**config.mk**
```make
export PLATFORM = sky130hd
export DESIGN_NAME = irq_timebase
export DESIGN_NICKNAME = d
export VERILOG_FILES = /design/src/rtl/irq_tb_pkg.sv /design/src/rtl/irq_timebase.sv
export SDC_FILE = /design/constraint.sdc
export NUM_CORES = 1
export LEC_CHECK = 0
export ABC_AREA = 0
export BUFFER_PORTS_ARGS = -buffer_cell sky130_fd_sc_hd__buf_2
export CAP_MARGIN = 20
export CORE_ASPECT_RATIO = 0.75
export CORE_MARGIN = 5
export CORE_UTILIZATION = 52
export CTS_BUF_LIST = sky130_fd_sc_hd__clkbuf_8
export DETAILED_ROUTE_END_ITERATION = 8
export PLACE_DENSITY = 0.79
export SYNTH_ARGS = -nofsm -noshare
export SYNTH_HDL_FRONTEND = slang
export SYNTH_SLANG_ARGS = --single-unit
```
**constraint.sdc**
```tcl
create_clock -name aclk -period 2 [get_ports aclk]
set_input_delay 0.1 -clock aclk [delete_from_list [all_inputs] [get_ports aclk]]
set_output_delay 0.1 -clock aclk [all_outputs]
set_load 0.03 [all_outputs]
```
**src/rtl/irq_tb_pkg.sv**
```systemverilog
// Constants, field layouts and vector codes of the interrupt and time base
// block. Assumes a 32-bit AXI4-Lite register bus with an 8-bit byte address.
package irq_tb_pkg;

  // Register byte offsets
  localparam logic [7:0] OFS_TB0_CTRL = 8'h00; // Time base zero control
  localparam logic [7:0] OFS_TB1_CTRL = 8'h04; // Time base one control
  localparam logic [7:0] OFS_PSC_SRC  = 8'h08; // Prescaler clock sources
  localparam logic [7:0] OFS_ENABLE   = 8'h0C; // Enable bits
  localparam logic [7:0] OFS_FLAG     = 8'h10; // Flags, write one to clear
  localparam logic [7:0] OFS_FLAG_SET = 8'h14; // Write one to set a flag

  // Time base control fields
  localparam int         TB_RUN_BIT    = 7;        // Generator run bit
  localparam int         TB_PERIOD_LSB = 0;        // Period code position
  localparam logic [7:0] TB_CTRL_MASK  = 8'h87;    // Implemented bits
  localparam logic [7:0] TB_CTRL_RESET = 8'h00;    // Stopped, code 000
  localparam logic [2:0] TB_PERIOD_MAX = 3'h7;     // Code for 2^15
  localparam logic [14:0] TB_CNT_FULL  = 15'h7FFF; // 2^15 - 1

  // Prescaler source field: 00 system, 01 system/4, 1x sub clock
  localparam logic [1:0] PSC_SYS      = 2'h0;
  localparam logic [1:0] PSC_SYS_DIV4 = 2'h1;
  localparam logic [3:0] PSC_SRC_MASK = 4'hF;
  localparam logic [3:0] PSC_SRC_RESET = 4'h0;
  localparam logic [1:0] DIV4_LAST    = 2'h3;

  // Flag and enable bit positions (flag bit n pairs with enable bit n)
  localparam int BIT_TB0    = 0;
  localparam int BIT_TB1    = 1;
  localparam int BIT_SERIAL = 2;
  localparam int BIT_UART   = 3;
  localparam int BIT_MF0    = 4;
  localparam int BIT_MF1    = 5;
  localparam int BIT_MF2    = 6;
  localparam int BIT_TM0A   = 7;
  localparam int BIT_TM0P   = 8;
  localparam int BIT_TM1A   = 9;
  localparam int BIT_TM1P   = 10;
  localparam int BIT_LOWSUP = 11;
  localparam int BIT_NVM    = 12;
  localparam int BIT_GLOBAL = 15;
  localparam logic [15:0] FLAG_MASK    = 16'h1FFF;
  localparam logic [15:0] ENABLE_MASK  = 16'h9FFF;
  localparam logic [15:0] FLAG_RESET   = 16'h0000;
  localparam logic [15:0] ENABLE_RESET = 16'h0000;

  // AXI responses
  localparam logic [1:0] RESP_OKAY   = 2'h0;
  localparam logic [1:0] RESP_SLVERR = 2'h2;

  // Vectors; lower code means higher priority
  typedef enum logic [2:0] {
    VEC_TB0    = 3'h0,
    VEC_TB1    = 3'h1,
    VEC_SERIAL = 3'h2,
    VEC_UART   = 3'h3,
    VEC_MF0    = 3'h4,
    VEC_MF1    = 3'h5,
    VEC_MF2    = 3'h6,
    VEC_NONE   = 3'h7
  } vector_e;

endpackage

```
**src/rtl/irq_timebase.sv**
```systemverilog
// Interrupt request flags, enable gating, vectoring and two time bases.
// Assumes same-clock peripheral event pulses, a core that accepts a vector
// at instruction boundaries, and an asynchronous sub clock on a pin.
//
// How it works
// - Time base counts only while run bit set
// - Period code selects 2^(8+code) prescaler clocks
// - Each timer has A and P match flags
// - Timer vector needs global, own, group enable
// - Timer service clears global and group flag only
// - Serial flag set on byte, address, time-out
// - Serial vector clears serial flag and global
// - UART flag set by any of six conditions
// - UART vector clears UART flag and global
// - Low supply flag vectors via gated group
// - Low supply service clears group flag, global
// - NVM done flag vectors via gated group
// - NVM service clears group flag and global
// - Any rising flag wakes, enables ignored
// - Flags hold until serviced or cleared
// - Vector only when stack not full
// - Vectoring pushes only the program counter
// - Return-from-irq sets global; plain return leaves it
// - Prescaler source: system, system/4, sub clock
// - Group flag set on a member event or by a software preset
// - Time base overflow sets its own flag
//
// Our own choices: the AXI4-Lite slave port and the register offsets.
`timescale 1ns/1ps
`default_nettype none

module irq_timebase (
  // Clock, reset, clock enable
  input  wire  logic        aclk,
  input  wire  logic        aresetn,
  input  wire  logic        clk_en,
  // AXI4-Lite write address
  input  wire  logic        awvalid,
  output logic              awready,
  input  wire  logic [7:0]  awaddr,
  input  wire  logic [2:0]  awprot,
  // AXI4-Lite write data
  input  wire  logic        wvalid,
  output logic              wready,
  input  wire  logic [31:0] wdata,
  input  wire  logic [3:0]  wstrb,
  // AXI4-Lite write response
  output logic              bvalid,
  input  wire  logic        bready,
  output logic [1:0]        bresp,
  // AXI4-Lite read address
  input  wire  logic        arvalid,
  output logic              arready,
  input  wire  logic [7:0]  araddr,
  input  wire  logic [2:0]  arprot,
  // AXI4-Lite read data
  output logic              rvalid,
  input  wire  logic        rready,
  output logic [31:0]       rdata,
  output logic [1:0]        rresp,
  // Sub clock pin, asynchronous
  input  wire  logic        sub_clk,
  // Peripheral event pulses
  input  wire  logic [1:0]  tm_match_a,
  input  wire  logic [1:0]  tm_match_p,
  input  wire  logic [2:0]  serial_if_event,
  input  wire  logic [5:0]  uart_event,
  input  wire  logic        low_supply_detect,
  input  wire  logic        nvm_cycle_done,
  // Processor core side
  input  wire  logic        instr_boundary,
  input  wire  logic        stack_full,
  input  wire  logic        return_from_irq,
  input  wire  logic        plain_return,
  output logic              vector_call,
  output logic [2:0]        vector_id,
  output logic              pc_pop,
  output logic              wake_req
);

  // Whole block state
  typedef struct packed {
    logic             aw_held;   // Write address captured
    logic [7:0]       aw_addr;   // Captured write address
    logic             w_held;    // Write data captured
    logic [31:0]      w_data;    // Captured write data
    logic [3:0]       w_strb;    // Captured byte strobes
    logic             bvalid;    // Write response pending
    logic [1:0]       bresp;     // Write response code
    logic             rvalid;    // Read data pending
    logic [31:0]      rdata;     // Read data
    logic [1:0]       rresp;     // Read response code
    logic [1:0][7:0]  tb_ctrl;   // Time base control registers
    logic [3:0]       psc_src;   // Prescaler sources, two bits each
    logic [15:0]      enables;   // Enable bits incl. global
    logic [15:0]      flags;     // Request flags
    logic [1:0]       div4;      // System clock divide-by-four
    logic [2:0]       sub_sync;  // Sub clock synchroniser
    logic             sub_level; // Settled sub clock level
    logic [1:0][14:0] tb_cnt;    // Time base counters
    logic             vec_call;  // Vector call pulse
    logic [2:0]       vec_id;    // Vector taken
    logic             pc_pop;    // Return pulse
    logic             wake;      // Wake-up pulse
  } state_s;

  // Reset image
  localparam state_s ST_RESET = '{
    tb_ctrl : {irq_tb_pkg::TB_CTRL_RESET, irq_tb_pkg::TB_CTRL_RESET},
    psc_src : irq_tb_pkg::PSC_SRC_RESET,
    enables : irq_tb_pkg::ENABLE_RESET,
    flags   : irq_tb_pkg::FLAG_RESET,
    vec_id  : irq_tb_pkg::VEC_NONE,
    default : '0
  };

  state_s st_q; // Registered state
  state_s st_d; // Next state

  // Byte-lane merge for the low 16 bits of a register
  function automatic logic [15:0] merge16(input logic [15:0] old,
                                          input logic [31:0] data,
                                          input logic [3:0]  strb);
    logic [15:0] res;
    res = old;
    if (strb[0]) begin
      res[7:0] = data[7:0];
    end
    if (strb[1]) begin
      res[15:8] = data[15:8];
    end
    return res;
  endfunction

  // Handshake outputs; frozen with the clock enable
  assign awready = clk_en & ~st_q.aw_held;
  assign wready  = clk_en & ~st_q.w_held;
  assign arready = clk_en & ~st_q.rvalid;
  // Registered outputs
  assign bvalid      = st_q.bvalid;
  assign bresp       = st_q.bresp;
  assign rvalid      = st_q.rvalid;
  assign rdata       = st_q.rdata;
  assign rresp       = st_q.rresp;
  assign vector_call = st_q.vec_call;
  assign vector_id   = st_q.vec_id;
  assign pc_pop      = st_q.pc_pop;
  assign wake_req    = st_q.wake;

  // Next-state logic
  always_comb begin
    logic        sub_rise;
    logic [1:0]  tick;
    logic [1:0]  tb_evt;
    logic [2:0]  period;
    logic [14:0] last;
    logic [15:0] set_evt;
    logic [15:0] sw_set;
    logic [15:0] sw_clr;
    logic [15:0] hw_clr;
    logic [15:0] en_new;
    logic [6:0]  req;
    logic        do_write;
    logic        hit;
    logic [31:0] rd;
    sub_rise = 1'b0;
    tick     = 2'h0;
    tb_evt   = 2'h0;
    period   = 3'h0;
    last     = 15'h0000;
    set_evt  = 16'h0000;
    sw_set   = 16'h0000;
    sw_clr   = 16'h0000;
    hw_clr   = 16'h0000;
    en_new   = st_q.enables;
    req      = 7'h00;
    do_write = 1'b0;
    hit      = 1'b0;
    rd       = 32'h0000_0000;
    st_d     = st_q;
    st_d.vec_call = 1'b0;
    st_d.pc_pop   = 1'b0;
    st_d.wake     = 1'b0;

    // Sub clock: three flops, a level change counts when two agree
    st_d.sub_sync = {st_q.sub_sync[1:0], sub_clk};
    if (st_q.sub_sync[2] == st_q.sub_sync[1]) begin
      st_d.sub_level = st_q.sub_sync[2];
      sub_rise = st_q.sub_sync[2] & ~st_q.sub_level;
    end
    // Free-running quarter-rate divider
    st_d.div4 = st_q.div4 + 2'h1;

    // Time base generators
    for (int i = 0; i < 2; i++) begin
      // Prescaler tick source
      case (st_q.psc_src[2*i +: 2])
        irq_tb_pkg::PSC_SYS:      tick[i] = 1'b1;
        irq_tb_pkg::PSC_SYS_DIV4: tick[i] = st_q.div4 == irq_tb_pkg::DIV4_LAST;
        default:                  tick[i] = sub_rise;
      endcase
      // Terminal count 2^(8+code)-1
      period = st_q.tb_ctrl[i][irq_tb_pkg::TB_PERIOD_LSB +: 3];
      last   = irq_tb_pkg::TB_CNT_FULL >> (irq_tb_pkg::TB_PERIOD_MAX - period);
      if (!st_q.tb_ctrl[i][irq_tb_pkg::TB_RUN_BIT]) begin
        // Stopped generator holds at zero
        st_d.tb_cnt[i] = 15'h0000;
      end else if (tick[i]) begin
        if (st_q.tb_cnt[i] >= last) begin
          // Overflow
          st_d.tb_cnt[i] = 15'h0000;
          tb_evt[i] = 1'b1;
        end else begin
          st_d.tb_cnt[i] = st_q.tb_cnt[i] + 15'h0001;
        end
      end
    end

    // Source events
    set_evt[irq_tb_pkg::BIT_TB0]    = tb_evt[0];
    set_evt[irq_tb_pkg::BIT_TB1]    = tb_evt[1];
    set_evt[irq_tb_pkg::BIT_SERIAL] = |serial_if_event;
    set_evt[irq_tb_pkg::BIT_UART]   = |uart_event;
    set_evt[irq_tb_pkg::BIT_TM0A]   = tm_match_a[0];
    set_evt[irq_tb_pkg::BIT_TM0P]   = tm_match_p[0];
    set_evt[irq_tb_pkg::BIT_TM1A]   = tm_match_a[1];
    set_evt[irq_tb_pkg::BIT_TM1P]   = tm_match_p[1];
    set_evt[irq_tb_pkg::BIT_LOWSUP] = low_supply_detect;
    set_evt[irq_tb_pkg::BIT_NVM]    = nvm_cycle_done;
    // Group flags follow their members
    set_evt[irq_tb_pkg::BIT_MF0] = tm_match_a[0] | tm_match_p[0];
    set_evt[irq_tb_pkg::BIT_MF1] = tm_match_a[1] | tm_match_p[1];
    set_evt[irq_tb_pkg::BIT_MF2] = low_supply_detect | nvm_cycle_done;

    // Register write, once address and data are both held
    do_write = st_q.aw_held & st_q.w_held & ~st_q.bvalid;
    if (do_write) begin
      hit = 1'b1;
      case (st_q.aw_addr)
        irq_tb_pkg::OFS_TB0_CTRL: begin
          if (st_q.w_strb[0]) begin
            st_d.tb_ctrl[0] = st_q.w_data[7:0] & irq_tb_pkg::TB_CTRL_MASK;
          end
        end
        irq_tb_pkg::OFS_TB1_CTRL: begin
          if (st_q.w_strb[0]) begin
            st_d.tb_ctrl[1] = st_q.w_data[7:0] & irq_tb_pkg::TB_CTRL_MASK;
          end
        end
        irq_tb_pkg::OFS_PSC_SRC: begin
          if (st_q.w_strb[0]) begin
            st_d.psc_src = st_q.w_data[3:0] & irq_tb_pkg::PSC_SRC_MASK;
          end
        end
        irq_tb_pkg::OFS_ENABLE: begin
          en_new = merge16(st_q.enables, st_q.w_data, st_q.w_strb)
                   & irq_tb_pkg::ENABLE_MASK;
        end
        irq_tb_pkg::OFS_FLAG: begin
          // Software clear
          sw_clr = merge16(16'h0000, st_q.w_data, st_q.w_strb);
        end
        irq_tb_pkg::OFS_FLAG_SET: begin
          // Software preset, used to mask a wake-up source
          sw_set = merge16(16'h0000, st_q.w_data, st_q.w_strb);
        end
        default: begin
          hit = 1'b0;
        end
      endcase
      st_d.aw_held = 1'b0;
      st_d.w_held  = 1'b0;
      st_d.bvalid  = 1'b1;
      st_d.bresp   = hit ? irq_tb_pkg::RESP_OKAY : irq_tb_pkg::RESP_SLVERR;
    end

    // Write response retire
    if (st_q.bvalid && bready) begin
      st_d.bvalid = 1'b0;
    end
    // Write address and data capture, either order
    if (awvalid && !st_q.aw_held) begin
      st_d.aw_held = 1'b1;
      st_d.aw_addr = awaddr;
    end
    if (wvalid && !st_q.w_held) begin
      st_d.w_held = 1'b1;
      st_d.w_data = wdata;
      st_d.w_strb = wstrb;
    end

    // Gated requests
    for (int v = 0; v < 4; v++) begin
      req[v] = st_q.flags[v] & st_q.enables[v];
    end
    req[irq_tb_pkg::VEC_MF0] = st_q.flags[irq_tb_pkg::BIT_MF0]
      & st_q.enables[irq_tb_pkg::BIT_MF0]
      & |(st_q.flags[8:7] & st_q.enables[8:7]);
    req[irq_tb_pkg::VEC_MF1] = st_q.flags[irq_tb_pkg::BIT_MF1]
      & st_q.enables[irq_tb_pkg::BIT_MF1]
      & |(st_q.flags[10:9] & st_q.enables[10:9]);
    req[irq_tb_pkg::VEC_MF2] = st_q.flags[irq_tb_pkg::BIT_MF2]
      & st_q.enables[irq_tb_pkg::BIT_MF2]
      & |(st_q.flags[12:11] & st_q.enables[12:11]);

    // Vector call: global enable, boundary, room on the stack
    if (st_q.enables[irq_tb_pkg::BIT_GLOBAL] && instr_boundary &&
        !stack_full && !st_q.vec_call && (|req)) begin
      // Lowest code wins
      for (int v = 6; v >= 0; v--) begin
        if (req[v]) begin
          st_d.vec_id = 3'(v);
        end
      end
      // Only the program counter is pushed by the core
      st_d.vec_call = 1'b1;
      // Clear the vectored flag only; members keep theirs
      hw_clr[st_d.vec_id] = 1'b1;
      en_new[irq_tb_pkg::BIT_GLOBAL] = 1'b0;
    end

    // Returns: return-from-irq re-enables, plain return does not
    if (return_from_irq) begin
      en_new[irq_tb_pkg::BIT_GLOBAL] = 1'b1;
    end
    st_d.pc_pop  = return_from_irq | plain_return;
    st_d.enables = en_new;

    // Flags hold; set wins over clear
    st_d.flags = ((st_q.flags & ~(sw_clr | hw_clr)) | set_evt | sw_set)
                 & irq_tb_pkg::FLAG_MASK;
    // Any flag going high wakes, regardless of enables
    st_d.wake = |(st_d.flags & ~st_q.flags);

    // Register read
    if (arvalid && !st_q.rvalid) begin
      st_d.rvalid = 1'b1;
      st_d.rresp  = irq_tb_pkg::RESP_OKAY;
      case (araddr)
        irq_tb_pkg::OFS_TB0_CTRL: rd = {24'h000000, st_q.tb_ctrl[0]};
        irq_tb_pkg::OFS_TB1_CTRL: rd = {24'h000000, st_q.tb_ctrl[1]};
        irq_tb_pkg::OFS_PSC_SRC:  rd = {28'h0000000, st_q.psc_src};
        irq_tb_pkg::OFS_ENABLE:   rd = {16'h0000, st_q.enables};
        irq_tb_pkg::OFS_FLAG:     rd = {16'h0000, st_q.flags};
        irq_tb_pkg::OFS_FLAG_SET: rd = 32'h0000_0000;
        default: begin
          rd = 32'h0000_0000;
          st_d.rresp = irq_tb_pkg::RESP_SLVERR;
        end
      endcase
      st_d.rdata = rd;
    end else if (st_q.rvalid && rready) begin
      st_d.rvalid = 1'b0;
    end
  end

  // State register; clock enable freezes everything
  always_ff @(posedge aclk) begin
    if (!aresetn) begin
      st_q <= ST_RESET;
    end else if (clk_en) begin
      st_q <= st_d;
    end
  end

endmodule

`default_nettype wire

```
Yosys cells after proc, flatten, opt, wreduce, memory -nomap -nowiden. Index checks and enable logic that the tools add are counted.

Bitwise operators: 35. Add/subtract/negate cells: 5. Equal/unequal tests: 16. Reductions and logical operators: 53. Shifts and indexed selects: 2. Muxes and demuxes: 51. Divide/modulo/power cells: 0. Multipliers: 0. Magnitude comparators: 4.

Operators by type and width (number): $mux 15 (6); $pmux 16 s5 (1); $mux 13 (4); $mux 37 (1); $eq 8x4->1 const B (4); $eq 8x5->1 const B (4); $mux 16 (2); $mux 8 (4); $add 15x1->15 const B (2); $ge 15x15->1 (2); $shr 15x3->15 const A (2); $mux 3 (9); $or 13x13->13 (2); $reduce_and 2->1 (12); $reduce_and 4->1 (6); $reduce_or 6->1 (3); $and 1x1->1 (16); $and 13x16->16 (1); $eq 8x3->1 const B (2); $logic_not 8->1 (2); $mux 1 (16); $not 13->16 (1); $reduce_or 16->1 (1); $and 13x13->13 (1); 27 further kinds (62).

Bits in read-only memories: 0. Bits in writable memories: 0. Input bits: 86. Bits in registers: 165. Memories: 0. Bits in latches: 0.

Longest topological paths before layout. Gate-level depths: netlist of run 1.

Depth after elaboration: 23. Gate-level depth with buffers: 10. Depth with buffers taken out: 8.

Least setup slack after synthesis of run 1. OpenSTA, ideal clock, no wires.

Path kind: reg2reg. Start: register st_q[80] (netlist name). End: register st_q[11] (netlist name). Stages on the path, launching flop included: 11. Slack: -0.135 ns. Library setup time: 0.065 ns. Data arrival time: 2.070 ns. Required time: 1.935 ns. Path through: dfxtp_1 -> clkbuf_1 -> nand2_1 -> ha_1 -> a2111oi_0 -> o21ai_0 -> o22ai_1 -> a21o_1 -> nand2_1 -> clkbuf_1 -> nor2_1.

Word-level cells in the longest chain between the ends: 6.

Ends and longest elaborated chain: start, declared (RTL line irq_timebase.sv:117) `state_s st_q;`; start signal, assigned (RTL line irq_timebase.sv:362) `st_q <= st_d;`; $sub 3x3->3 (RTL line irq_timebase.sv:204) `last = irq_tb_pkg::TB_CNT_FULL >> (irq_tb_pkg::TB_PERIOD_MAX - period);`; $shr 15x3->15 (RTL line irq_timebase.sv:204); $ge 15x15->1 (RTL line irq_timebase.sv:209) `if (st_q.tb_cnt[i] >= last) begin`; $mux 15 (RTL line irq_timebase.sv:209); $mux 15 (RTL line irq_timebase.sv:208) `end else if (tick[i]) begin`; $mux 15 (RTL line irq_timebase.sv:205) `if (!st_q.tb_ctrl[i][irq_tb_pkg::TB_RUN_BIT]) begin`.

Every way passes these cells. The select of a mux whose other input is x is not followed. A chain may end at the register's enable or synchronous reset.

Final worst setup path of run 1.
Start: register st_q[88] (netlist name). End: register st_q[24] (netlist name).

The elaborated chain is that of the path after synthesis.

==> results of run 1 <==
[cell families after synthesis]
| group | synth area share |
|---|---|
| AOI/OAI and AO/OA | 0.190 |
| xor gates and xnor gates | 0.0357 |
| adders and majority gates | 0.0321 |
| buffers and inverters | 0.0826 |
| DFF | 0.378 |
| muxes | 0.0333 |
| other | 0.000566 |
| and+or+nand+nor | 0.248 |
[cells in the final DEF (no fill, tap or decap), types with 9 or more instances in the layout]
cell type	instances
a21boi_0	29
a21boi_1	17
a21oi_1	31
a22oi_1	16
and2_1	16
buf_2	86
buf_4	57
clkbuf_8	18
conb_1	20
dfxtp_1	117
dlygate4sd3_1	38
ha_1	10
inv_1	20
mux2i_1	22
nand2_1	131
nand3_1	34
nand4_1	12
nor2_1	51
nor2_2	11
nor2b_1	20
nor3_1	16
o21ai_0	33
o21ai_1	9
xnor2_1	23
[where the power goes]
part	switching, µW	leakage, µW	internal, µW
combinational	344	0.00208	259
sequential	70.2	0.00102	2550
clock	1050	0.000179	1130
[layout make-up]
type                       instances  area [µm²]  area share
sequential                       125        2520       0.299
timing repair buffer             189        1340       0.159
inverter                          21        78.8     0.00936
multi-input combinational        616        3890       0.461
clock inverter                    14         145      0.0172
clock buffer                      18         248      0.0294
tap                              166         208      0.0247
[Yosys cell counts (all sizes together) (19+ instances only)]
cell,instances
xnor2,23
nor3,19
nor2b,20
a21boi,46
mux2i,22
clkbuf,32
inv,21
a21oi,33
buf,50
nand3,35
nor2,64
dfxtp,125
nand2,133
o21ai,43
and2,19
[state kept, by name, indices dropped and copies added (netlist names), 2 cells and up]
register,flops
st_d,2
st_q,99
vector_id,3
rdata,14
[metal layers]
layer / GRT usage / vias up / share of wire
met5: 0 / - / 0
met3: 0.0622 / 31 / 0.10
met2: 0.353 / 279 / 0.42
li1: - / 3117 / -
met4: 0.0595 / 0 / 0.014
met1: 0.349 / 2904 / 0.46
[worst register-to-register path, delay by kind of cell, from the launching register on]
family / cells / cell delay (ns)
and+or+nand+nor: 3 / 0.36
adders and majority gates: 1 / 0.19
AOI/OAI and AO/OA: 4 / 0.72
buffers and inverters: 2 / 0.29
DFF: 1 / 0.40
[path summary, 6_finish.rpt]
kind | endpoint | slack (ns) | start | depth (start not counted)
max | st_q[24] | -0.008 | st_q[88] | 10
min | st_q[174] | 0.01 | awvalid | 3
max reg2reg | st_q[24] | -0.008 | st_q[88] | 10
min reg2reg | st_q[151] | 0.46 | st_q[151] | 2
[timing repair]
| action | in CTS | in global routing |
|---|---|---|
| gates resized for setup | 25 | 49 |
| pin swaps | 4 | 23 |
| cloned | 1 | 0 |
| hold buffers | 38 | 0 |
| endpoints found under the setup margin | 36 | 51 |
| buffers inserted | 0 | 3 |
| hold endpoints to repair | 35 | 0 |
[metrics by stage]
step                std cells  hold WS, ns  utilization  setup TNS, ns
detailed placement       1075        0.360        0.593          -3.43
CTS                      1146     0.000455        0.662        -0.0308
finish                   1149       0.0139        0.680        -0.0172
global route             1149       0.0253        0.680          -1.72
global placement         1075        0.354        0.593          -1.70
floorplan                 844        0.232            -              0
==> results.txt, run 1 <==
----------------------------------------------------
[Clock tree]
  TritonCTS clock tree ... built
  Number of clock buffers inserted by TritonCTS ... 17
  Total number of H-tree levels ... 4
  Clock-pin slew on the worst setup and hold paths ... 0.08 ns
  Worst-Skew Late Latency ... 0.44 ns
  TritonCTS Sinks ... 125
  Largest buffer count on any clock path ... 2
  Root Driver ... clkbuf_8

[Place]
  Weighted congestion at the end of routability-driven global placement ... 0.929
  Dpl ws ... -0.174 ns
  Number of port buffers ... 86
  Cell area after placement ... about 7300 µm²
  HPWL after DPL ... 13000 µm

[Logic synthesis]
  FF+latch count, synth ... 125
  Yosys top cell area share ... 0.378
  Gate count of the mapped netlist ... about 830
  Top FF cell, synth ... dfxtp_1
  Sequential element share of the synthesized area ... 0.378
  Library cell with the largest summed area after synthesis ... dfxtp_1
  Mean Syn Cell Area ... approximately 8.0 µm²
  Count of yosys warnings during synthesis ... 0
  Count of different cell masters after synthesis ... 59
  Count of flip-flops with a built-in enable after synthesis ... 0
  Synth async-reset ratio ... 0
  Leading cell types by total area after synthesis ... dfxtp_1 38%, nand2_1 7.5%, buf_4 4.5%, nor2_1 3.6%, a21boi_0 3.4%
  Netlist Area Pre-Place ... 6620 µm²

[Global routing]
  Total overflow reported by the global router ... 0
  Global-route wire length before repair ... 29400 µm
  Initial antenna violation count ... 0
  Combined global-route utilization of all metal layers ... 0.240
  Pin count of the biggest net entering global routing ... 39
  Number of global-route vias before repair ... 5792

[Route]
  Drt total wl ... 18400 µm
  Residual antenna-violating net count after detailed routing ... 0
  Initial drt markers ... between 600 and 700
  Drc violations ... 0
  Routed via count ... 6331
  Detail-routed net length per standard cell ... 16.0 µm
  Number of detailed-routing iterations run before antenna repair ... 7
  Detailed-route vias per instance ... approximately 5.5

[Critical path]
  Largest delay share family, worst path ... compound AO/OA/AOI/OAI gates
  Highest net fanout along the worst path ... 7
  CP Class ... reg -> reg
  Worst path most repeated cell ... o21ai_1
  Type of destination of the critical path ... flip-flop
  Count of buffering cells on the critical path with inverters included ... 2
  Delay of the slowest cell on the worst path ... 0.40 ns
  Slowest library cell on the worst path ... dfxtp_4
  Startpoint type of the worst setup path ... flip-flop
  CP required ... around 2.4 ns
  Data arrival at the endpoint of the critical path ... 2.40 ns
  Cells along the critical path ... o21ai_1 -> ha_2 -> a211oi_2 -> o21ai_1 -> o221a_2 -> buf_6 -> nor3_4 -> buf_4 -> nand4_1 -> nand3_1

[Outcome]
  Failing checks ... negative setup slack
  Result of the run ... complete, but fails checks

[Job]
  Maximum Capacitance Violations ... 0

[Worst hold path]
  Worst min-delay path class ... in -> reg

[Power]
  Leakage power total ... 0.00329 µW
  Total power per unit cell area ... approximately 640 nW/µm²
  Design Power ... 5410 µW
  Worst voltage drop across the vdd grid ... ~0.46 mV

[Die]
  Effective utilization at floorplan ... 0.534
  I/O pin cnt ... 133
  Horizontal extent of the die ... 140 µm
  Vertical die dimension ... 108 µm
  Core area ... roughly 12000 µm²
  Full die area ... 15100 µm²
  Std-Cell Rows ... 35

[Layout]
  Nets@finish ... 1073
  Layout cells sized above 1 ... 0.246
  Fill cell instance count of the final layout ... 963
  Final non-filler cell area ... 8430 µm²
  Antenna cells ... 0
  Area delta synth->final ... 27.2%

[STA]
  Setup repair after global routing missed its margin ... true
  Max-Slew Margin vs Limit ... 0.633
  Number of hold violations in the final report ... 0
  Period utilisation layout ... 1.00
  Final min period ... 2.01 ns
  Clk_skew ... 0.00683 ns
  Number of endpoints failing setup at the final stage ... 4
  Post-route setup slack ... -0.00828 ns
  Tightest Pin Transition ... 0.546 ns
  FMAX ... 498 MHz
  Number of pins exceeding their max-slew limit in the final report ... 0

----------------------------------------------------
Power figures use the tool's default switching activity.
==> inputs of run 2 (changes only) <==
--- a/config.mk
+++ b/config.mk
@@ -5,7 +5,7 @@
 export SDC_FILE = /design/constraint.sdc
 export NUM_CORES = 1
 export LEC_CHECK = 0
-export ABC_AREA = 0
+export ABC_AREA = 1
 export BUFFER_PORTS_ARGS = -buffer_cell sky130_fd_sc_hd__buf_2
 export CAP_MARGIN = 20
 export CORE_ASPECT_RATIO = 0.75
@@ -13,7 +13,7 @@
 export CORE_UTILIZATION = 52
 export CTS_BUF_LIST = sky130_fd_sc_hd__clkbuf_8
 export DETAILED_ROUTE_END_ITERATION = 8
-export PLACE_DENSITY = 0.79
+export PLACE_DENSITY = 0.91
 export SYNTH_ARGS = -nofsm -noshare
 export SYNTH_HDL_FRONTEND = slang
 export SYNTH_SLANG_ARGS = --single-unit
==> run 2 against run 1 <==
- the run now ends clean
- sequential share of layout area rose by 0.58 points
- wire length rose by 8.3%
- clock skew rose by 0.0028 ns
- utilization fell by 4.0 points
- register-to-register slack barely moved
- flip-flop and latch count did not move
- critical path type unchanged
- highest routed layer unchanged
==> results.txt, run 2 <==
----------------------------------------------------
[STA]
  Final min period ... 2.00 ns
  Number of endpoints failing setup at the final stage ... 0
  Clk_skew ... just under 0.01 ns
  FMAX ... 500 MHz
  Setup repair after global routing missed its margin ... true
  Tightest Pin Transition ... 0.629 ns
  Number of hold violations in the final report ... 0
  Period utilisation layout ... 1.00
  Final hold slack ... 0.0154 ns
  Number of pins exceeding their max-slew limit in the final report ... 0
  Max-Slew Margin vs Limit ... 0.580

[Place]
  Number of port buffers ... 86
  Post-Place Cells ... 1218
  Weighted congestion at the end of routability-driven global placement ... between 0.9 and 1
  HPWL after DPL ... 13900 µm

[Layout]
  Commonest non-fill, non-tap cell in the layout ... nand2_1
  Layout cells sized above 1 ... 0.214
  Fill cell instance count of the final layout ... 1061
  Area delta synth->final ... 20.8%
  Most frequent cells in the layout ... 199 x nand2_1, 119 x dfxtp_1, 99 x a21oi_1
  Utilization of the core after routing ... 0.639
  Non-filler instance count after layout ... between 1000 and 1500
  Max reg flops ... just under 100
  Register with the most flip-flops ... st_q
  Nets@finish ... about 1200

[Critical path]
  Data arrival at the endpoint of the critical path ... 2.30 ns
  CP required ... 2.30 ns
  Cells along the critical path ... buf_4 -> nor2_2 -> ha_1 -> nand3_1 -> nand2_1 -> a21oi_2 -> nand3_2 -> buf_6 -> nand2_2 -> nand2_2 -> nand2_1 -> nand4_1 -> nand2_1 -> a21oi_2
  Startpoint of the worst-slack reg-to-reg timing path ... st_q[88]
  Delay of the slowest cell on the worst path ... 0.41 ns
  Type of destination of the critical path ... flip-flop
  Destination of the worst register-to-register timing path ... wake_req
  CP Class ... reg -> reg
  Slowest library cell on the worst path ... dfxtp_4
  Startpoint type of the worst setup path ... flip-flop
  FF-to-FF path depth ... 14
  Highest net fanout along the worst path ... 7
  Worst path most repeated cell ... nand2_1
  FF-to-FF setup slack ... 0.0005 ns

[Logic synthesis]
  Synth async-reset ratio ... 0
  Leading cell types by total area after synthesis ... dfxtp_1 37%, nand2_1 11%, a21oi_1 7.8%, o21ai_0 5.6%, nor2_1 5.4%
  Most used standard cell by instance count after synthesis ... nand2_1
  Sequential element share of the synthesized area ... 0.366
  Count of different cell masters after synthesis ... 55
  Mean Syn Cell Area ... about 7.0 µm²
  Gate count of the mapped netlist ... 980
  Library cell with the largest summed area after synthesis ... dfxtp_1
  Netlist Area Pre-Place ... around 7000 µm²
  Top FF cell, synth ... dfxtp_1
  Count of yosys warnings during synthesis ... 0
  Count of flip-flops with a built-in enable after synthesis ... 0
  Commonest cells in the synthesized netlist ... 203 x nand2_1, 125 x dfxtp_1, 106 x a21oi_1
  FF+latch count, synth ... 125
  Yosys top cell area share ... 0.366

[Clock tree]
  Number of clock buffers inserted by TritonCTS ... 17
  Largest buffer count on any clock path ... 2
  Total number of H-tree levels ... 4
  Worst-Skew Late Latency ... 0.44 ns
  TritonCTS Sinks ... roughly 130
  Root Driver ... clkbuf_8
  TritonCTS clock tree ... built
  Clock-pin slew on the worst setup and hold paths ... ~0.080 ns

[Power]
  Power share of the combinational group ... 0.121
  Design Power ... 5190 µW
  Worst voltage drop across the vdd grid ... 0.440 mV
  Clock share of power ... 0.374
  Internal power consumption ... 3740 µW
  Leakage power total ... 0.00356 µW
  Sequential share of power ... 0.505
  Net Sw Frac ... 0.280
  Switching pwr ... 1460 µW
  Total power per unit cell area ... 628 nW/µm²

[Global routing]
  Total overflow reported by the global router ... 0
  Initial antenna violation count ... 0
  Number of global-route vias before repair ... 6500
  Pin count of the biggest net entering global routing ... 49
  Global-route wire length before repair ... slightly above 30000 µm
  Combined global-route utilization of all metal layers ... 0.244

[Route]
  Routed via count ... just over 7000
  Drt total wl ... 19900 µm
  Detailed-route vias per instance ... 5.55
  Number of detailed-routing iterations run before antenna repair ... 7
  Initial drt markers ... about 840
  Residual antenna-violating net count after detailed routing ... 0
  Detail-routed net length per standard cell ... approximately 15 µm
  Drc violations ... 0

[Die]
  Std-Cell Rows ... 36
  Vertical die dimension ... 109 µm
  Full die area ... 15600 µm²
  Effective utilization at floorplan ... 0.529
  Horizontal extent of the die ... 142 µm
  Core area ... 12900 µm²
  I/O pin cnt ... 133

[Outcome]
  Result of the run ... finished, final reports clean

[Worst hold path]
  Hold Path Sink ... st_q[145]
  Worst min-delay path class ... in -> reg
  Start point of the worst hold path ... wvalid
  Hold Path Depth ... 3

[Job]
  Maximum Capacitance Violations ... 0

----------------------------------------------------
-- run 2: cell types whose count changed after synthesis, sizes merged, moves of 19 or more --
cell | previous run | this run
o21ai | 43 | 82
inv | 21 | 103
a21oi | 33 | 109
a21boi | 46 | 1
nand2 | 133 | 209
nor2 | 64 | 115
nor2b | 20 | 0
and2 | 19 | 0
xnor2 | 23 | 2
mux2i | 22 | 0
-- run 2: through the flow --
step                      setup TNS [ns]  setup slack [ns]  area, µm²
after detailed placement          -0.291            -0.121       7360
after global routing              -0.531           -0.0963       8260
final                                  0          0.000550       8270
after floorplan                        0            0.0395       6920
after global placement                 0            0.0104       7360
after CTS                              0           0.00450       8060
-- run 2: how the worst max path moves through the flow --
| stage | startpoint | to | slack (ns) | depth (start not counted) |
|---|---|---|---|---|
| after detailed placement | st_q[88] | st_q[34] | -0.12 | 12 |
| final | st_q[88] | wake_req | 0.0005 | 14 |
| after floorplan | st_q[88] | st_q[34] | 0.04 | 13 |
| after global routing | st_q[88] | st_q[33] | -0.1 | 11 |
| after CTS | st_q[86] | st_q[34] | 0.005 | 12 |
| after global placement | st_q[88] | st_q[34] | 0.01 | 12 |
-- run 2: cells by family (layout without fill, tap and decap cells) --
| logic type | count (synthesis) | in the layout | synth area share |
|---|---|---|---|
| compound gates | 228 | 228 | 0.186 |
| xor+xnor | 9 | 9 | 0.0115 |
| fa+ha+maj | 17 | 17 | 0.0311 |
| buf+inv | 174 | 290 | 0.122 |
| flops | 125 | 125 | 0.366 |
| other cells | 1 | 21 | 0.000548 |
| simple gates | 426 | 426 | 0.283 |
-- run 2: timing repair --
item / in CTS / in global routing
endpoints found under the hold margin: 30 / 0
cloned: 0 / 0
buffers inserted: 0 / 2
hold buffers: 35 / 0
endpoints found under the setup margin: 11 / 34
gates resized for setup: 5 / 48
pin swaps: 0 / 15
-- run 2: per-layer routing --
layer | part of all wire | global-route usage | vias up | wire, µm
met1 | 0.43 | 0.342 | 3233 | 8480
met3 | 0.13 | 0.0839 | 51 | 2540
li1 | - | - | 3443 | -
met4 | 0.020 | 0.0563 | 0 | 395
met2 | 0.43 | 0.364 | 422 | 8530
met5 | 0 | 0 | - | 0
-- run 2: power groups by stage --
stage	Combinational [µW]	Sequential, µW	Clock (µW)
6_report	630	2620	1940
5_1_grt	687	2630	2090
4_1_cts	606	2620	1950
3_5_place_dp	554	2680	0
3_3_place_gp	538	2680	0
2_1_floorplan	402	2670	0
-- run 2: area by class of cell --
cell class,count,area [µm²],share of cell area
clock inverter,10,50.0,0.00605
multi-input combinational,700,3750,0.454
sequential,125,2520,0.305
antenna,1,2.50,0.000303
tap,171,214,0.0259
clock buffer,21,289,0.0350
inverter,104,395,0.0478
timing repair buffer,155,1040,0.126
-- run 2: critical path, delay by kind of cell (launching register included) --
kind | cells | cell delay (ns)
adder cells (fa/ha/maj) | 1 | 0.33
AO/OA/AOI/OAI | 2 | 0.19
AND/OR/NAND/NOR | 9 | 0.67
buffers and inverters | 2 | 0.28
flip-flops | 1 | 0.41
